==> src/pin_mux_defines.vh <==
`ifndef PIN_MUX_DEFINES_VH
`define PIN_MUX_DEFINES_VH

// register word offsets on the apb bus (byte addresses)
`define OFS_FOUR_PIN_DIRECTION    8'h00
`define OFS_FOUR_PIN_FUNCTION     8'h04
`define OFS_SIXTEEN_PIN_DIRECTION 8'h08
`define OFS_SIXTEEN_PIN_FUNCTION  8'h0C
`define OFS_FOUR_PIN_DATA         8'h10
`define OFS_SIXTEEN_PIN_DATA      8'h14

// reset values
`define RST_FOUR_PIN_DIRECTION    16'h0000
`define RST_FOUR_PIN_FUNCTION     16'h0000
`define RST_SIXTEEN_PIN_DIRECTION 16'h0000
`define RST_SIXTEEN_PIN_FUNCTION  16'h0000
`define RST_PIN_DATA              16'h0000

// writable masks, reserved positions read as zero
`define MASK_FOUR_PIN_DIRECTION   16'h000F
`define MASK_FOUR_PIN_FUNCTION    16'h00F7

// four-pin function field positions
`define POS_PIN3_FUNC_HI          7
`define POS_PIN3_FUNC_LO          6
`define POS_PIN2_FUNC_HI          5
`define POS_PIN2_FUNC_LO          4
`define POS_PIN1_FUNC_BIT         2
`define POS_PIN0_FUNC_HI          1
`define POS_PIN0_FUNC_LO          0

// two-bit function encodings
`define FUNC_GPIO                 2'b00
`define FUNC_ALT_A                2'b01
`define FUNC_ALT_B                2'b10
`define FUNC_RESERVED             2'b11

// operating modes
`define MODE_EXP_ROMOFF_8         2'b00
`define MODE_EXP_ROMOFF_16        2'b01
`define MODE_EXP_ROMON            2'b10
`define MODE_SINGLE_CHIP          2'b11

`endif

==> src/pin_drive_cell.v <==
`default_nettype none

// one pad: registered level and active-low output enable
module pin_drive_cell (
   input  wire pclk,
   input  wire presetn,
   input  wire ce,
   input  wire gpio_sel,
   input  wire gpio_dir,
   input  wire gpio_level,
   input  wire alt_drive,
   input  wire alt_level,
   output reg  pin_out,
   output reg  pin_oe_n
);

   // gpio owns the pad when selected, else the alternate function
   always @(posedge pclk or negedge presetn) begin
      if (!presetn) begin
         pin_out  <= 1'b0;
         pin_oe_n <= 1'b1;
      end else if (ce) begin
         if (gpio_sel) begin
            pin_out  <= gpio_level;
            pin_oe_n <= ~gpio_dir;
         end else begin
            pin_out  <= alt_level;
            pin_oe_n <= ~alt_drive;
         end
      end
   end

endmodule // pin_drive_cell

`default_nettype wire

==> src/port_g_h_pin_function_direction.v <==
// How it works
// four-pin gpio: direction 1 output, 0 input
// four-pin direction 16 bits, upper read zero
// registers clear on reset and hardware standby
// four-pin function bits 15..8 read zero
// pin3 field: gpio, interrupt 3, conversion trigger
// pin2 field: gpio or interrupt 2
// four-pin function bit 3 reads zero
// pin1 bit: gpio or interrupt 1
// pin0 field: gpio, pulse out, can receive
// software never writes reserved encodings
// sixteen-pin direction: bit n drives pin n
// sixteen-pin direction ignored for data lines
// sixteen-pin gpio: direction 1 output, 0 input
// sixteen-pin function only in expanded rom mode; the code also applies it to pins 15..8 in the 8-bit rom-off mode
// function bit 0 gpio, 1 data line
// writes act at completing edge, reads return stored
//
// Decided for this implementation: the APB interface to the registers and the register addresses.

`include "pin_mux_defines.vh"
`default_nettype none

module port_g_h_pin_function_direction #(
   parameter ADDR_W = 8,
   parameter WIDE_N = 16,
   parameter NARROW_N = 4
) (
   input  wire              pclk,
   input  wire              presetn,
   input  wire              ce,
   input  wire              hw_standby,
   input  wire [1:0]        op_mode,
   input  wire              psel,
   input  wire              penable,
   input  wire              pwrite,
   input  wire [ADDR_W-1:0] paddr,
   input  wire [31:0]       pwdata,
   output reg  [31:0]       prdata,
   output reg               pready,
   output reg               pslverr,
   input  wire [NARROW_N-1:0] four_pin_in,
   output wire [NARROW_N-1:0] four_pin_out,
   output wire [NARROW_N-1:0] four_pin_oe_n,
   input  wire [WIDE_N-1:0] sixteen_pin_in,
   output wire [WIDE_N-1:0] sixteen_pin_out,
   output wire [WIDE_N-1:0] sixteen_pin_oe_n,
   input  wire              pulse_out_ch7,
   input  wire [WIDE_N-1:0] bus_data_out,
   input  wire              bus_data_oe,
   output reg  [WIDE_N-1:0] bus_data_in,
   output reg               ext_interrupt_in_3,
   output reg               ext_interrupt_in_2,
   output reg               ext_interrupt_in_1,
   output reg               conversion_trigger_in,
   output reg               can_receive_in
);

   // registers
   reg  [15:0] four_pin_direction_reg;
   reg  [15:0] four_pin_function_reg;
   reg  [15:0] sixteen_pin_direction_reg;
   reg  [15:0] sixteen_pin_function_reg;
   reg  [15:0] four_pin_data;
   reg  [15:0] sixteen_pin_data;

   // decoded per-pin controls
   reg  [NARROW_N-1:0] four_gpio_sel;
   reg  [NARROW_N-1:0] four_alt_drive;
   reg  [NARROW_N-1:0] four_alt_level;
   wire [WIDE_N-1:0]   wide_gpio_sel;
   wire [15:0]         four_pin_level;
   wire [15:0]         sixteen_pin_level;

   // bus decode
   wire        setup_phase;
   wire        write_done;
   reg  [31:0] next_prdata;
   reg         next_pslverr;

   // pin1 is a one-bit field, the others two bits
   wire [1:0] pin3_func;
   wire [1:0] pin2_func;
   wire       pin1_func_bit;
   wire [1:0] pin0_func;

   // address hit test, shared by read and write paths
   function addr_mapped;
      input [ADDR_W-1:0] a;
      begin
         case (a)
            `OFS_FOUR_PIN_DIRECTION,
            `OFS_FOUR_PIN_FUNCTION,
            `OFS_SIXTEEN_PIN_DIRECTION,
            `OFS_SIXTEEN_PIN_FUNCTION,
            `OFS_FOUR_PIN_DATA,
            `OFS_SIXTEEN_PIN_DATA:     addr_mapped = 1'b1;
            default:                   addr_mapped = 1'b0;
         endcase
      end
   endfunction

   // true when a sixteen-pin pad serves as a data bus line
   function wide_is_data;
      input [1:0] mode;
      input       fbit;
      input       upper;
      begin
         case (mode)
            `MODE_EXP_ROMOFF_8:  wide_is_data = ~upper | fbit;
            `MODE_EXP_ROMOFF_16: wide_is_data = 1'b1;
            `MODE_EXP_ROMON:     wide_is_data = fbit;
            `MODE_SINGLE_CHIP:   wide_is_data = 1'b0;
            default:             wide_is_data = 1'b0;
         endcase
      end
   endfunction

   assign pin3_func     = {four_pin_function_reg[`POS_PIN3_FUNC_HI], four_pin_function_reg[`POS_PIN3_FUNC_LO]};
   assign pin2_func     = {four_pin_function_reg[`POS_PIN2_FUNC_HI], four_pin_function_reg[`POS_PIN2_FUNC_LO]};
   assign pin1_func_bit = four_pin_function_reg[`POS_PIN1_FUNC_BIT];
   assign pin0_func     = {four_pin_function_reg[`POS_PIN0_FUNC_HI], four_pin_function_reg[`POS_PIN0_FUNC_LO]};

   // apb phases: answer one cycle after setup, write at the next edge, when the access completes
   assign setup_phase = psel & ~penable;
   assign write_done  = psel & penable & pready & pwrite & ~pslverr;

   // four-pin function decode; reserved codes fall back to gpio
   always @* begin
      four_gpio_sel  = {NARROW_N{1'b1}};
      four_alt_drive = {NARROW_N{1'b0}};
      four_alt_level = {NARROW_N{1'b0}};
      case (pin3_func)
         `FUNC_ALT_A: four_gpio_sel[3] = 1'b0;
         `FUNC_ALT_B: four_gpio_sel[3] = 1'b0;
         default:     four_gpio_sel[3] = 1'b1;
      endcase
      case (pin2_func)
         `FUNC_ALT_A: four_gpio_sel[2] = 1'b0;
         default:     four_gpio_sel[2] = 1'b1;
      endcase
      four_gpio_sel[1] = ~pin1_func_bit;
      case (pin0_func)
         `FUNC_ALT_A: begin
            four_gpio_sel[0]  = 1'b0;
            four_alt_drive[0] = 1'b1;
            four_alt_level[0] = pulse_out_ch7;
         end
         `FUNC_ALT_B: four_gpio_sel[0] = 1'b0;
         default:     four_gpio_sel[0] = 1'b1;
      endcase
   end

   // four-pin pads
   genvar g;
   generate
      for (g = 0; g < NARROW_N; g = g + 1) begin : g_four
         pin_drive_cell u_cell (
            .pclk       (pclk),
            .presetn    (presetn),
            .ce         (ce),
            .gpio_sel   (four_gpio_sel[g]),
            .gpio_dir   (four_pin_direction_reg[g]),
            .gpio_level (four_pin_data[g]),
            .alt_drive  (four_alt_drive[g]),
            .alt_level  (four_alt_level[g]),
            .pin_out    (four_pin_out[g]),
            .pin_oe_n   (four_pin_oe_n[g])
         );
      end
   endgenerate

   // sixteen-pin pads; data lines follow the bus, direction bits ignored
   generate
      for (g = 0; g < WIDE_N; g = g + 1) begin : g_wide
         assign wide_gpio_sel[g] = ~wide_is_data(op_mode, sixteen_pin_function_reg[g], (g >= 8));
         pin_drive_cell u_cell (
            .pclk       (pclk),
            .presetn    (presetn),
            .ce         (ce),
            .gpio_sel   (wide_gpio_sel[g]),
            .gpio_dir   (sixteen_pin_direction_reg[g]),
            .gpio_level (sixteen_pin_data[g]),
            .alt_drive  (bus_data_oe),
            .alt_level  (bus_data_out[g]),
            .pin_out    (sixteen_pin_out[g]),
            .pin_oe_n   (sixteen_pin_oe_n[g])
         );
      end
   endgenerate

   // readback level: output pins show the latch, inputs the pad
   assign four_pin_level = {{(16-NARROW_N){1'b0}},
                            (four_pin_data[NARROW_N-1:0] & four_pin_direction_reg[NARROW_N-1:0]) |
                            (four_pin_in & ~four_pin_direction_reg[NARROW_N-1:0])};
   assign sixteen_pin_level = (sixteen_pin_data & sixteen_pin_direction_reg) |
                              (sixteen_pin_in & ~sixteen_pin_direction_reg);

   // read mux and error for unmapped addresses
   always @* begin
      next_prdata  = 32'h0000_0000;
      next_pslverr = ~addr_mapped(paddr);
      if (!pwrite) begin
         case (paddr)
            `OFS_FOUR_PIN_DIRECTION:    next_prdata = {16'h0000, four_pin_direction_reg};
            `OFS_FOUR_PIN_FUNCTION:     next_prdata = {16'h0000, four_pin_function_reg};
            `OFS_SIXTEEN_PIN_DIRECTION: next_prdata = {16'h0000, sixteen_pin_direction_reg};
            `OFS_SIXTEEN_PIN_FUNCTION:  next_prdata = {16'h0000, sixteen_pin_function_reg};
            `OFS_FOUR_PIN_DATA:         next_prdata = {16'h0000, four_pin_level};
            `OFS_SIXTEEN_PIN_DATA:      next_prdata = {16'h0000, sixteen_pin_level};
            default:                    next_prdata = 32'h0000_0000;
         endcase
      end
   end

   // bus answer: ready one cycle after setup, data held with it
   always @(posedge pclk or negedge presetn) begin
      if (!presetn) begin
         pready  <= 1'b0;
         pslverr <= 1'b0;
         prdata  <= 32'h0000_0000;
      end else if (ce) begin
         pready <= setup_phase;
         if (setup_phase) begin
            pslverr <= next_pslverr;
            prdata  <= next_prdata;
         end else begin
            pslverr <= 1'b0;
            prdata  <= 32'h0000_0000;
         end
      end
   end

   // register file; reserved bits masked to zero on every write
   always @(posedge pclk or negedge presetn) begin
      if (!presetn) begin
         four_pin_direction_reg    <= `RST_FOUR_PIN_DIRECTION;
         four_pin_function_reg     <= `RST_FOUR_PIN_FUNCTION;
         sixteen_pin_direction_reg <= `RST_SIXTEEN_PIN_DIRECTION;
         sixteen_pin_function_reg  <= `RST_SIXTEEN_PIN_FUNCTION;
         four_pin_data             <= `RST_PIN_DATA;
         sixteen_pin_data          <= `RST_PIN_DATA;
      end else if (ce) begin
         if (hw_standby) begin
            four_pin_direction_reg    <= `RST_FOUR_PIN_DIRECTION;
            four_pin_function_reg     <= `RST_FOUR_PIN_FUNCTION;
            sixteen_pin_direction_reg <= `RST_SIXTEEN_PIN_DIRECTION;
            sixteen_pin_function_reg  <= `RST_SIXTEEN_PIN_FUNCTION;
            four_pin_data             <= `RST_PIN_DATA;
            sixteen_pin_data          <= `RST_PIN_DATA;
         end else if (write_done) begin
            case (paddr)
               `OFS_FOUR_PIN_DIRECTION:
                  four_pin_direction_reg <= pwdata[15:0] & `MASK_FOUR_PIN_DIRECTION;
               `OFS_FOUR_PIN_FUNCTION:
                  four_pin_function_reg <= pwdata[15:0] & `MASK_FOUR_PIN_FUNCTION;
               `OFS_SIXTEEN_PIN_DIRECTION:
                  sixteen_pin_direction_reg <= pwdata[15:0];
               `OFS_SIXTEEN_PIN_FUNCTION:
                  sixteen_pin_function_reg <= pwdata[15:0];
               `OFS_FOUR_PIN_DATA:
                  four_pin_data <= pwdata[15:0] & `MASK_FOUR_PIN_DIRECTION;
               `OFS_SIXTEEN_PIN_DATA:
                  sixteen_pin_data <= pwdata[15:0];
               default: begin
               end
            endcase
         end
      end
   end

   // peripheral inputs: pad level when selected, idle level otherwise
   always @(posedge pclk or negedge presetn) begin
      if (!presetn) begin
         ext_interrupt_in_3    <= 1'b0;
         ext_interrupt_in_2    <= 1'b0;
         ext_interrupt_in_1    <= 1'b0;
         conversion_trigger_in <= 1'b0;
         can_receive_in        <= 1'b1;   // recessive idle
         bus_data_in           <= {WIDE_N{1'b0}};
      end else if (ce) begin
         ext_interrupt_in_3    <= (pin3_func == `FUNC_ALT_A) & four_pin_in[3];
         conversion_trigger_in <= (pin3_func == `FUNC_ALT_B) & four_pin_in[3];
         ext_interrupt_in_2    <= (pin2_func == `FUNC_ALT_A) & four_pin_in[2];
         ext_interrupt_in_1    <= pin1_func_bit & four_pin_in[1];
         can_receive_in        <= (pin0_func == `FUNC_ALT_B) ? four_pin_in[0] : 1'b1;
         bus_data_in           <= sixteen_pin_in & ~wide_gpio_sel;
      end
   end

endmodule // port_g_h_pin_function_direction

`default_nettype wire

==> config.mk <==
export PLATFORM = sky130hd
export DESIGN_NAME = port_g_h_pin_function_direction
export DESIGN_NICKNAME = d
export VERILOG_FILES = /design/src/pin_drive_cell.v /design/src/port_g_h_pin_function_direction.v
export VERILOG_INCLUDE_DIRS = /design/src
export SDC_FILE = /design/constraint.sdc
export NUM_CORES = 1
export LEC_CHECK = 0
export ABC_AREA = 1
export BUFFER_PORTS_ARGS = -buffer_cell sky130_fd_sc_hd__buf_4
export CAP_MARGIN = 10
export CORE_MARGIN = 5
export CORE_UTILIZATION = 54
export DETAILED_ROUTE_END_ITERATION = 12
export PLACE_DENSITY = 0.81
export SLEW_MARGIN = 20
export SYNTH_ARGS = -nofsm -noshare
export SYNTH_HDL_FRONTEND = slang
export SYNTH_SLANG_ARGS = --single-unit
==> constraint.sdc <==
create_clock -name pclk -period 1.6 [get_ports pclk]
set_input_delay 0.16 -clock pclk [delete_from_list [all_inputs] [get_ports pclk]]
set_output_delay 0.16 -clock pclk [all_outputs]
set_load 0.03 [all_outputs]
-- After elaboration in Yosys (flattened, before gate mapping)
Cells that the tools add are included.
- bitwise logic cells: 60
- equal/unequal tests: 13
- reduce and logical (&&, ||, !) cells: 20
- muxes and demuxes: 82
- operator list (cell ; count):
    two-way mux 16 bit ; 16
    case mux 16 bit (6 select lines) ; 1
    bitwise AND 16 bit ; 3
    case mux 1 bit (3 select lines) ; 16
    two-way mux 1 bit ; 45
    NOT 1 bit ; 41
    two-way mux 32 bit ; 1
    NOT 16 bit ; 2
    AND reduction 3 bit ; 6
    equality test 8 x 4 -> 1 bit (second input constant) ; 2
    equality test 8 x 5 -> 1 bit (second input constant) ; 2
    OR 16 bit ; 1
    nonzero test 2 bit ; 7
    two-way mux 4 bit ; 3
    bitwise AND 1 bit ; 9
    bitwise AND 4 bit ; 2
    equality test 2 x 1 -> 1 bit (second input constant) ; 4
    equality test 2 bit (second input constant) ; 4
    equality test 8 x 3 -> 1 bit (second input constant) ; 1
    zero test 8 bit ; 1
    OR reduction 2 bit ; 4
    OR reduction 6 bit ; 1
    NOT 4 bit ; 1
    OR 4 bit ; 1
    zero test 2 bit ; 1
- output and inout bits: 95
- input bits: 87
- logic and storage cells: 230
- register bits after elaboration: 179

-- Depth between registers and ports, before layout
- word-level depth: 6
- depth in mapped cells: 11
- gate-level depth less buffers: 9

-- Cells and area by module
From an unflattened synthesis, not the netlist that was laid out.
- cell total of the unflattened synthesis: 1023
- area, all modules: 7424.6 um2
- modules (own cells, without submodules) (module ; area an instance (um2) ; times used ; cells each):
    port_g_h_pin_function_direction ; 5297.6 ; 1 ; 703
    pin_drive_cell ; 106.4 ; 20 ; 16

-- Least setup slack after synthesis
Ideal clock, no wire load.
- kind: flip-flop to flip-flop
- start point: register pslverr
- end point: register sixteen_pin_function_reg[6]
- required time: 1483 ps
- arrival: 1455 ps
- cell stages (with the launch flop): 9
- path slack: 28 ps
- path buffers: 2
- cell sequence: dfrtp_1 > inv_1 > nand4_1 > o22ai_4 > buf_4 > nand2_2 > buf_2 > nand2_1 > nand2_1
- longest elaborated chain between the ends: 4
- RTL lines (what ; RTL line ; text):
    start: declaration ; port_g_h_pin_function_direction.v:41 ; output reg pslverr,
    start signal: assignment ; port_g_h_pin_function_direction.v:225 ; pslverr <= next_pslverr;
    NOT 1 bit ; port_g_h_pin_function_direction.v:126 ; assign write_done = psel & penable & pready & pwrite & ~pslverr;
    bitwise AND 1 bit ; port_g_h_pin_function_direction.v:126 ;
    nonzero test 2 bit (no line) ; -- ;
    AND reduction 3 bit (no line) ; -- ;
    end signal: assignment ; port_g_h_pin_function_direction.v:240 ; sixteen_pin_function_reg <= `RST_SIXTEEN_PIN_FUNCTION;
    end signal: assignment ; port_g_h_pin_function_direction.v:248 ; sixteen_pin_function_reg <= `RST_SIXTEEN_PIN_FUNCTION;
    end signal: assignment ; port_g_h_pin_function_direction.v:260 ; sixteen_pin_function_reg <= pwdata[15:0];
    end: declaration ; port_g_h_pin_function_direction.v:63 ; reg [15:0] sixteen_pin_function_reg;
Every way passes these cells.
A chain may end at the register's enable or synchronous reset.

-- Final worst setup path
- start point: register pslverr
- end point: register sixteen_pin_direction_reg[5]
- longest elaborated chain between the ends: 4
- RTL lines (what ; RTL line ; text):
    NOT 1 bit ; port_g_h_pin_function_direction.v:126 ;
    bitwise AND 1 bit ; port_g_h_pin_function_direction.v:126 ;
    nonzero test 2 bit (no line) ; -- ;
    AND reduction 3 bit (no line) ; -- ;
    end signal: assignment ; port_g_h_pin_function_direction.v:239 ; sixteen_pin_direction_reg <= `RST_SIXTEEN_PIN_DIRECTION;
    end signal: assignment ; port_g_h_pin_function_direction.v:247 ; sixteen_pin_direction_reg <= `RST_SIXTEEN_PIN_DIRECTION;
    end signal: assignment ; port_g_h_pin_function_direction.v:258 ; sixteen_pin_direction_reg <= pwdata[15:0];
    end: declaration ; port_g_h_pin_function_direction.v:62 ; reg [15:0] sixteen_pin_direction_reg;
Every way passes these cells.

==> metrics.cfg <==
[route]
routed_wl_mm = 21.9
vias = 7030
drtIter0Drc = 1119
wl_per_cell_um = 17.3
drt_pass1_iterations = 5
final_antenna_net_count = 0
drc = 0
viasPerCell = 5.54

[pwr]
p_int_w = 0.00711
power_frac_seq_pct = 43.3
p_sw_share_pct = 31.0
p_clk_share_pct = 35.9
p_comb_share_pct = 20.8
leakage_nw = 4.89
switchingPower_w = 0.00320
power_density_nw_per_um2 = 1120
vdd_drop_max_mv = 0.753

[clock_tree]
cts_max_path_buffers = 2
htreeDepth = 4
clockRootBuffer = clkbuf_16
cts_tree = done
clk_latency_ns = 0.43
cts_buffers = 17
clk_pin_slew_ns = 0.06
cts.sinks = 142

[yosys]
synth-simple-area-share_pct = 27.5
synth_mux_area_share_pct = 0.153
synth_top_family_by_area = simple AND/OR/NAND/NOR gates
synth_cell_types = 35
yosysWarningCount = 0
yosysSeqAreaShare_pct = 48.5
synthFlopType = dfrtp_1
synthAdderAreaFrac_pct = 0.678
synth-edff-count = 0
yosysTopAreaCell = dfrtp_1
netlist.area_leader.share_pct = 41.0
synthTopCellsByArea = dfrtp_1 (41%), nand2_1 (15%), nand3_1 (7.9%)
async_flop_share_pct = 100
ys_ff_latch = 142
synth-compound-area-share_pct = 10.8
synth_area_per_cell_sq_um = 7.77
syn_inst = 949
synth-xor-area-share_pct = 0
post_synth_instance_area_sq_um = 7380

[global_routing]
grt_pass1_vias = 6718
grt_pass1_wl_mm = 35.0
grt_use_total_pct = 27.5
grt-ovfl-total = 0
antenna_found_initial = 0
grt_start_max_net_pins = 78

[setup_path]
rr_worst_depth = 8
cp.required_ns = 1.90
crit_fanout = 14
start_kind = register
arrival_ns = 1.82
reg2reg_setup_slack_ns = 0.08
end_kind = register
crit_type = reg -> reg

[final_layout]
antenna_cells = 0
fillCellCount = 1075
seqCellArea_sq_um = 3580
final_common_cell = nand2_1
nNetsFinal = 1172
utilization_pct = 68.9
multi_input_comb_area_sq_um = 2950
fin_cells = 1270
final_cell_mix = nand2_1 (290), buf_4 (180), dfrtp_1 (121)
drive_gt1_share_pct = 22.7
area.growth.synth_to_final_pct = 24.2

[floorplan]
fp.dieW_um = 127
core_area_sq_um = 13300
row_count = 42
pin_count = 182
dieArea_sq_um = 16100
die_y_um = 127
start_util_pct = 55.5

[placed_design]
place_hpwl_mm = 15.7
finalWeightedCongestion = 0.941
port_buffers = 149
place_inst = 1225

[timing]
min_period_ns = 1.52
maxSlewViolCount = 0
setup_tns_ns = 0
period_share_pct = 94.9
maxSlewHeadroom_pct = 60.3
setup_viol = 0
fmax_mhz = 659
timing_hold_violations_final = 0
skew_ns = 0.00722
rsz0062_at_grt = false
tightest_slew_ns = 0.590

[hold_path]
min_path_type = in -> reg
min_path_cells = 3

[status]
outcome = completed

[flow_run]
cap_violations = 0

## worst max-delay path, cell delays in order (launching register included)
cell     delay [ns]
dfrtp_1        0.39
inv_1          0.08
nand4_1        0.15
o22ai_4        0.16
buf_12         0.16
nand2_1        0.07
buf_4          0.20
nor2_1         0.11
a21oi_1        0.06
## synth_stat cells, drive strengths merged, types with 3 or more instances
master and number:
buf 75, o22a 12, a21oi 43, nor2 78, nand2 293, a31oi 3, o21ai 57, dfstp 21
clkbuf 24, dfrtp 121, inv 74, o31ai 12, nand3 116, o211ai 4, ha 4
## metrics by stage
stage | cell area (sq um) | hold slack, ns | setup WS [ns] | power (W)
finish | 9160 | 0.00124 | 0.0817 | 0.0103
global route | 9160 | 0.00874 | 0.000673 | 0.0107
detailed placement | 8480 | 0.115 | 0.0662 | 0.00659
CTS | 9130 | 0.00441 | 0.0608 | 0.0103
global placement | 8480 | 0.115 | 0.115 | 0.00653
floorplan | 7430 | -0.136 | 0.0279 | 0.00588
## cell type report
cell class	count	area share, %
Clock inverter	8	0.710
Sequential cell	142	39.1
Clock buffer	24	5.26
Multi-Input combinational cell	648	32.2
Tap cell	176	2.40
Timing Repair Buffer	197	17.3
Inverter	75	3.07
## power groups by stage
stage | clock network (W) | registers, W | logic [W]
floorplan | 0 | 0.00448 | 0.00140
global placement | 0 | 0.00448 | 0.00205
detailed placement | 0 | 0.00450 | 0.00209
CTS | 0.00370 | 0.00445 | 0.00213
global route | 0.00385 | 0.00451 | 0.00234
finish | 0.00370 | 0.00446 | 0.00214
## metal layers
layer	vias to the layer above	GRT usage (%)	part of all wire (%)
li1	3273	-	-
met1	3282	39.5	42
met2	422	41.4	45
met3	53	6.64	11
met4	0	8.52	2.3
met5	-	0	0
## worst paths after layout
kind | from | to
min reg2reg | g_wide[6].u_cell.pin_oe_n | g_wide[6].u_cell.pin_oe_n
max in group asynchronous | presetn | g_wide[10].u_cell.pin_oe_n
min | sixteen_pin_in[7] | bus_data_in[7]
min in group asynchronous | presetn | g_four[1].u_cell.pin_out
max reg2reg | pslverr | sixteen_pin_direction_reg[5]
max | pslverr | sixteen_pin_direction_reg[5]
## cells by family after synthesis
family,count (synthesis)
buffers and inverters,174
other,1
multiplexers,1
adder cells (fa/ha/maj),4
flip-flops,142
AO/OA/AOI/OAI,136
AND/OR/NAND/NOR,491
## repair_timing
item | in CTS | in global routing
setup buffers | 0 | 3
hold buffers | 10 | 0
resized for setup | 0 | 2
setup endpoints to repair | 0 | 10
endpoints found under the hold margin | 44 | 0
(Power assumes the default switching activity.)
